[config.mk]
export PLATFORM = sky130hd
export DESIGN_NAME = dual_adc_output_port
export DESIGN_NICKNAME = d
export VERILOG_FILES = /design/src/dual_adc_pkg.sv /design/src/dual_adc_output_port.sv
export SDC_FILE = /design/constraint.sdc
export NUM_CORES = 1
export LEC_CHECK = 0
export BUFFER_PORTS_ARGS = -buffer_cell sky130_fd_sc_hd__buf_2
export CORE_MARGIN = 5
export CORE_UTILIZATION = 65
export CTS_CLUSTER_DIAMETER = 200
export DETAILED_ROUTE_END_ITERATION = 10
export PLACE_DENSITY = 0.83
export REMOVE_ABC_BUFFERS = 1
export SLEW_MARGIN = 20
export SYNTH_ARGS = -nofsm -noshare
export SYNTH_HDL_FRONTEND = slang
export SYNTH_SLANG_ARGS = --single-unit
[constraint.sdc]
create_clock -name clk_i -period 4.9 [get_ports clk_i]
set_input_delay 0.98 -clock clk_i [delete_from_list [all_inputs] [get_ports clk_i]]
set_output_delay 0.98 -clock clk_i [all_outputs]
set_load 0.01 [all_outputs]
[src/dual_adc_pkg.sv]
// shared constants and carrier types for the dual-channel pipelined converter output block
// assumes a single 10 MHz system clock; one system cycle is one converter half cycle
package dual_adc_pkg;

  localparam int unsigned IN_W        = 11;
  localparam int unsigned RES_W       = 12;
  localparam int unsigned ACC_W       = 9;
  localparam int unsigned CODE_W      = 8;
  localparam int unsigned NUM_STAGES  = 7;
  localparam int unsigned NUM_CHAN    = 2;

  // residue scale: +/- full scale is +/- 1024 counts, decision thresholds at a quarter of it
  localparam logic signed [RES_W-1:0] FULL_SCALE = 12'sh400;
  localparam logic signed [RES_W-1:0] THRESHOLD  = 12'sh100;

  // latency in converter half cycles (system cycles) from sample edge to bus word
  localparam int unsigned LAT_FIRST_HALF  = 10;
  localparam int unsigned LAT_SECOND_HALF = 11;

  localparam logic [CODE_W-1:0] RESULT_RESET = 8'h00;

  typedef enum logic [3:0] {
    PWR_SHUTDOWN = 4'b0001,
    PWR_STANDBY  = 4'b0010,
    PWR_IDLE     = 4'b0100,
    PWR_NORMAL   = 4'b1000
  } pwr_mode_e;

  typedef struct packed {
    logic signed [RES_W-1:0] residue;
    logic signed [ACC_W-1:0] acc;
  } stage_s;

endpackage

[src/dual_adc_output_port.sv]
// digital side of a dual-channel 8-bit pipelined converter with one multiplexed tri-state result bus
// assumes the system clock is the converter clock at twice its rate: each clk_i edge is one half cycle,
// so rising converter edges are the edges where conv_clk_o goes high
// channel inputs are digital stand-ins for the analog inputs: 11-bit signed, full scale 1024 counts
//
// Overview of operation
// - eight-bit word, msb on top data line
// - indicator high for first, low for second
// - latency five cycles first, five-and-half second
// - pipeline advances every converter half cycle
// - seven stages: resolve, subtract, double residue
// - digital correction makes every code reachable
// - data lines tri-stated when outputs disabled
// - lo,hi 00 off,01 standby,10 idle,11 normal
// - sample rising; first rising, second falling
// - offset binary, 128 means zero input
`timescale 1ns/1ps
module dual_adc_output_port (
  input  wire logic                                      clk_i,
  input  wire logic                                      sys_rst_i,
  input  wire logic                                      pwr_sel_hi_i,
  input  wire logic                                      pwr_sel_lo_i,
  input  wire logic signed [dual_adc_pkg::IN_W-1:0]      first_channel_sample_i,
  input  wire logic signed [dual_adc_pkg::IN_W-1:0]      second_channel_sample_i,
  output logic             [dual_adc_pkg::CODE_W-1:0]    result_bus_o,
  output logic                                           result_bus_oe_o,
  output logic                                           first_channel_flag_o,
  output logic                                           conv_clk_o
);

  dual_adc_pkg::pwr_mode_e mode_next;
  dual_adc_pkg::pwr_mode_e mode_reg;
  logic                    clk_on;
  logic                    conv_run;
  logic                    drive_en;
  logic                    phase_reg;
  logic                    rise_edge;
  logic                    phase_next;
  logic                    cclk_next;
  logic                    flag_next;
  logic                    oe_next;

  logic signed [dual_adc_pkg::IN_W-1:0]   sample_in [dual_adc_pkg::NUM_CHAN];
  dual_adc_pkg::stage_s                   pipe_reg  [dual_adc_pkg::NUM_CHAN][dual_adc_pkg::NUM_STAGES+1];
  logic [dual_adc_pkg::CODE_W-1:0]        code_w    [dual_adc_pkg::NUM_CHAN];
  logic [dual_adc_pkg::CODE_W-1:0]        corr_reg  [dual_adc_pkg::NUM_CHAN];
  logic [dual_adc_pkg::CODE_W-1:0]        first_hold_reg;
  logic [dual_adc_pkg::CODE_W-1:0]        second_hold_reg;
  logic [dual_adc_pkg::CODE_W-1:0]        second_hold2_reg;
  logic [dual_adc_pkg::CODE_W-1:0]        bus_next;

  // one 1.5-bit stage: decide -1/0/+1, subtract reconstructed value, double the error
  // thresholds at a quarter of full scale leave room for comparator offset; the next stage absorbs it
  function automatic dual_adc_pkg::stage_s stage_step(input dual_adc_pkg::stage_s cur, input int unsigned idx);
    dual_adc_pkg::stage_s                       nxt;
    logic signed [dual_adc_pkg::RES_W:0]        twice;
    logic signed [dual_adc_pkg::ACC_W-1:0]      weight;
    nxt    = cur;
    twice  = {cur.residue, 1'b0};
    weight = dual_adc_pkg::ACC_W'(1 << (dual_adc_pkg::NUM_STAGES - idx));
    if (cur.residue > dual_adc_pkg::THRESHOLD)
    begin
      nxt.residue = dual_adc_pkg::RES_W'(twice - dual_adc_pkg::FULL_SCALE);
      nxt.acc     = cur.acc + weight;
    end
    else if (cur.residue < -dual_adc_pkg::THRESHOLD)
    begin
      nxt.residue = dual_adc_pkg::RES_W'(twice + dual_adc_pkg::FULL_SCALE);
      nxt.acc     = cur.acc - weight;
    end
    else
    begin
      nxt.residue = dual_adc_pkg::RES_W'(twice);
    end
    return nxt;
  endfunction

  // power select decode, low bit first; inputs are trusted to be driven by the controller
  // standby and idle differ only in whether the pipeline runs behind the released bus
  always_comb
  begin
    case ({pwr_sel_lo_i, pwr_sel_hi_i})
      2'b00:   mode_next = dual_adc_pkg::PWR_SHUTDOWN;
      2'b01:   mode_next = dual_adc_pkg::PWR_STANDBY;
      2'b10:   mode_next = dual_adc_pkg::PWR_IDLE;
      2'b11:   mode_next = dual_adc_pkg::PWR_NORMAL;
      default: mode_next = dual_adc_pkg::PWR_SHUTDOWN;
    endcase
  end

  assign clk_on    = (mode_reg != dual_adc_pkg::PWR_SHUTDOWN);
  assign conv_run  = (mode_reg == dual_adc_pkg::PWR_IDLE) || (mode_reg == dual_adc_pkg::PWR_NORMAL);
  assign drive_en  = (mode_reg == dual_adc_pkg::PWR_NORMAL);
  // the next edge is a rising converter edge while the converter clock is low
  assign rise_edge = clk_on && !phase_reg;
  // phase restarts low whenever the clock stops, so the first edge after wake is a rising one
  assign phase_next = clk_on ? !phase_reg : 1'b0;

  assign sample_in[0] = first_channel_sample_i;
  assign sample_in[1] = second_channel_sample_i;

  // the select is registered once, so a change reaches the mode one edge later
  always_ff @(posedge clk_i)
  begin
    if (sys_rst_i)
    begin
      mode_reg  <= dual_adc_pkg::PWR_SHUTDOWN;
      phase_reg <= 1'b0;
    end
    else
    begin
      mode_reg  <= mode_next;
      phase_reg <= phase_next;
    end
  end

  // limitation: wake-up settling is not modelled; the first eleven half cycles after wake are pipeline fill
  genvar c;
  genvar s;
  generate
    for (c = 0; c < dual_adc_pkg::NUM_CHAN; c++)
    begin : g_chan
      // a sample enters with an empty code sum; the stages add their weights from the top bit down
      dual_adc_pkg::stage_s capture_w;
      assign capture_w = '{residue: dual_adc_pkg::RES_W'(sample_in[c]), acc: '0};

      // both channels are captured together, only on rising converter edges
      always_ff @(posedge clk_i)
      begin
        if (sys_rst_i || !conv_run)
          pipe_reg[c][0] <= '0;
        else if (rise_edge)
          pipe_reg[c][0] <= capture_w;
      end

      for (s = 1; s <= dual_adc_pkg::NUM_STAGES; s++)
      begin : g_stage
        // every half cycle each stage hands its residue on; samples occupy two slots each
        // only the first slot of each sample is used downstream, the second copy is discarded
        always_ff @(posedge clk_i)
        begin
          if (sys_rst_i || !conv_run)
            pipe_reg[c][s] <= '0;
          else
            pipe_reg[c][s] <= stage_step(pipe_reg[c][s-1], s);
        end
      end

      // final residue sign trims the redundant sum down to the floor; then flip msb for offset binary
      logic signed [dual_adc_pkg::ACC_W-1:0] corr_sum;
      assign corr_sum  = pipe_reg[c][dual_adc_pkg::NUM_STAGES].acc
                       - ((pipe_reg[c][dual_adc_pkg::NUM_STAGES].residue < 0) ? 9'sd1 : 9'sd0);
      assign code_w[c] = {~corr_sum[dual_adc_pkg::CODE_W-1], corr_sum[dual_adc_pkg::CODE_W-2:0]};

      always_ff @(posedge clk_i)
      begin
        if (sys_rst_i)
          corr_reg[c] <= dual_adc_pkg::RESULT_RESET;
        else
          corr_reg[c] <= code_w[c];
      end
    end
  endgenerate

  // the second channel waits one extra half cycle so it lands on the falling edge
  // both channels share the same correction timing, so the skew is this one register
  always_ff @(posedge clk_i)
  begin
    if (sys_rst_i)
    begin
      first_hold_reg   <= dual_adc_pkg::RESULT_RESET;
      second_hold_reg  <= dual_adc_pkg::RESULT_RESET;
      second_hold2_reg <= dual_adc_pkg::RESULT_RESET;
    end
    else
    begin
      first_hold_reg   <= corr_reg[0];
      second_hold_reg  <= corr_reg[1];
      second_hold2_reg <= second_hold_reg;
    end
  end

  // pin values are chosen here so that the output flops below stay plain copies
  // first-channel word on rising converter edges, second-channel word on falling ones
  assign bus_next  = rise_edge ? first_hold_reg : second_hold2_reg;
  assign flag_next = rise_edge;
  // the live select is ANDed in so that leaving normal releases the bus one edge sooner
  assign oe_next   = (mode_next == dual_adc_pkg::PWR_NORMAL) && drive_en;
  // the converter clock is high in the half cycle after each rising converter edge
  assign cclk_next = clk_on && !phase_reg;

  // word and indicator change on the same edge so that capture logic can latch both together
  always_ff @(posedge clk_i)
  begin
    if (sys_rst_i)
    begin
      result_bus_o         <= dual_adc_pkg::RESULT_RESET;
      first_channel_flag_o <= 1'b0;
    end
    else
    begin
      result_bus_o         <= bus_next;
      first_channel_flag_o <= flag_next;
    end
  end

  // bus released and converter clock stopped while in reset
  always_ff @(posedge clk_i)
  begin
    if (sys_rst_i)
    begin
      result_bus_oe_o <= 1'b0;
      conv_clk_o      <= 1'b0;
    end
    else
    begin
      result_bus_oe_o <= oe_next;
      conv_clk_o      <= cclk_next;
    end
  end

endmodule

==> summary.txt <==
Critical path
  • Crit path largest cell delay: 570 ps
  • Slowest-stage cell, CP: or2_2
  • Crit. End Element: flip-flop
  • Family with the most delay on the worst path: simple AND/OR/NAND/NOR gates
  • Max Fanout on Critical Path: 47
  • Worst setup path category: in2reg
  • Worst r2r dst: pipe_reg[1][41]
  • Worst Path Required: 5300 ps
  • Critical-path cell list: buf_2 > or3_4 > or2_2 > buf_4 > a311oi_1
  • R2R cell count: 5
  • Critical path arrival: 2790 ps
  • Startpoint types: input port
  • Flop-to-flop setup slack: 2690 ps
  • Critical path buffer and inverter count: 2
  • Worst r2r src: mode_reg[3]

Detailed routing
  • DR vias: 6239
  • Pre-antenna DRT Iters: 4
  • Post-route DRC: 0
  • DR iter-0 viols: 299
  • Vias/cell: 5.33
  • WL final: 14.9 mm
  • Post-route ant nets: 0
  • Routed WL per cell: 12.7 um

GRT
  • First-pass GRT wire length: 25.0 mm
  • Grt ovf: 0
  • Initial antenna violation count: 0
  • Total track usage: 17.7%
  • Pin count of the biggest net entering global routing: 114
  • Vias in the first global route: 5937

Clock network
  • Reg clk slew, reported paths: 60 ps
  • Root Buffer: clkbuf_16
  • TritonCTS clock tree: built
  • Num CTS Buffers: 24
  • Cts-stage hold buffer count: 0
  • H-tree depth: 1
  • Clk Latency, worst-skew pair: 500 ps
  • Post-CTS resize count: 0
  • CTS Buffer Depth: 3
  • Post-CTS Setup Inserts: 0
  • Sinks on Clock Net: 251

Power and ir drop
  • Leakage power: 3.95 nW
  • Int Pwr: 3.09 mW
  • Fraction of power consumed by combinational cells: 1.7%
  • Clock share of power: 44.2%
  • Switching Share: 19.7%
  • Worst VDD drop: 0.255 mV
  • Register share of total power: 54.1%
  • Pwr dens: 370 nW/um^2
  • NetSw: 0.758 mW

Placement
  • Inst Count DP: 1128
  • I/O Buffers: 36
  • Hpwl dp: 9.59 mm
  • Final Wtd Congestion: 0.789

Hold path
  • Hold EP: first_hold_reg[1]
  • Hold path startpoint: corr_reg[0][1]
  • Worst hold-check path type: reg2reg
  • Hold Path Depth: 1

Floorplanning
  • # rows: 44
  • Die W: 130 um
  • CORE AREA: 14400 um^2
  • Die Area: 16900 um^2
  • Die Y: 130 um
  • Io pins: 37
  • Starting Density: 65.3%

Status
  • Status: finished clean

Logic synthesis
  • Synthesis Warnings: 0
  • EDFF count, synth: 22
  • Top_reg_cell synth: dfxtp_1
  • Register bit total from synthesis: 251
  • Post-synthesis sequential area ratio: 55.9%
  • Mapped cell area: 9390 um^2
  • Cells after synthesis: 947
  • Average cell area after synthesis: 9.91 um^2
  • Yosys cell types: 61
  • Async SR Flop Fraction: 0%
  • Area leader, netlist: dfxtp_1
  • Largest cells by area after synthesis: dfxtp_1 (49%), edfxtp_1 (7.0%), and2_1 (5.3%), nor2_1 (4.0%), ha_1 (3.7%)
  • Share of the synthesized area in the top cell type: 48.8%

STA
  • Skew final: 6.76 ps
  • Tmin final: 2390 ps
  • Slew margin rel.: 32.2%
  • Final Setup Violations: 0
  • Fmax: 419 MHz
  • Fin. Hold Viols: 0
  • Fin Setup TNS: 0 ps
  • RSZ-0062 raised after global routing: no
  • Fin. max-slew vios: 0
  • Fin crit share: 48.7%
  • Slew @ Worst Pin: 1020 ps

Run
  • # Max-Cap Violations: 0

Layout
  • Largest register FFs: 196
  • Share of layout cells above drive strength 1: 9.03%
  • Reg area: 5250 um^2
  • Fill count: 950
  • Final Non-Filler Cells: 1170
  • Ant diodes: 0
  • Most frequent cells in the layout: dfxtp_1 (229), nor2_1 (98), and2_1 (79), inv_1 (66), nand2_1 (44)
  • Post-layout net count: 1024
  • Area occupied by multi-input gates: 3730 um^2
  • Area grow syn2layout: 10.8%
  • Commonest non-fill, non-tap cell in the layout: dfxtp_1
## power groups by stage
stage,Combinational (mW),Sequential (mW),Clock [mW]
3_3_place_gp,0.0640,2.13,0
6_report,0.0651,2.08,1.70
2_1_floorplan,0.0328,2.13,0
4_1_cts,0.0657,2.08,1.74
3_5_place_dp,0.0655,2.13,0
5_1_grt,0.0725,2.08,1.84
## area by class of cell
class	instances	share of cell area [%]
Inverter	66	2.38
Timing Repair Buffer	40	2.02
Clock buffer	36	6.80
Clock inverter	6	0.289
Sequential cell	251	50.4
Tap cell	184	2.21
Multi-Input combinational cell	587	35.9
## how the worst max path moves through the flow
stage,from,to,slack (ps),cells past startpoint
floorplan,sys_rst_i,pipe_reg[0][147],-500,3
global placement,sys_rst_i,pipe_reg[1][41],2040,6
detailed placement,sys_rst_i,pipe_reg[1][104],2010,5
CTS,sys_rst_i,pipe_reg[1][61],2520,5
global route,sys_rst_i,pipe_reg[1][61],2460,5
finish,sys_rst_i,pipe_reg[1][61],2510,5
## per-stage QoR
| stage | setup slack (ps) | util [%] | power, mW | cell area [um^2] | hold slack (ps) |
|---|---|---|---|---|---|
| finish | 2510 | 72.4 | 3.85 | 10400 | 436 |
| detailed placement | 2010 | 67.3 | 2.19 | 9670 | 424 |
| global route | 2460 | 72.4 | 3.99 | 10400 | 445 |
| global placement | 2040 | 67.3 | 2.19 | 9670 | 417 |
| CTS | 2520 | 72.4 | 3.89 | 10400 | 437 |
| floorplan | -498 | - | 2.16 | 9210 | 414 |
## cells in the mapped netlist, types with 5 or more instances
master,instances
a211oi_1,11
a21oi_1,34
a311oi_1,5
a31oi_1,5
and2_1,79
and3_1,23
buf_1,6
clkbuf_1,31
dfxtp_1,229
edfxtp_1,22
ha_1,28
inv_1,66
mux2i_1,12
nand2_1,44
nand2b_1,6
nand3_1,37
nand4b_1,6
nor2_1,99
nor2b_1,29
nor3_1,16
nor4_1,10
o21ai_0,13
o31ai_1,5
or2_2,5
or4_1,13
xnor2_1,19
xor2_1,31
## cell families (layout without fill, tap and decap cells)
logic type	Yosys count	in the layout	share of synthesized area, %
XOR/XNOR	50	50	4.66
AND/OR/NAND/NOR	392	392	22.4
flip-flops	251	251	55.9
adder cells (fa/ha/maj)	28	28	3.73
multiplexers	12	12	1.28
AO/OA/AOI/OAI	105	105	7.56
buffers and inverters	109	148	4.53
## routing by layer
layer	wire, um	track usage, %	part of all wire (%)	vias up
met4	283	5.62	1.9	0
li1	-	-	-	3223
met2	7940	34.6	53	105
met3	688	3.60	4.6	29
met1	5940	18.9	40	2882
met5	0	0	0	-
(Power assumes the default switching activity.)
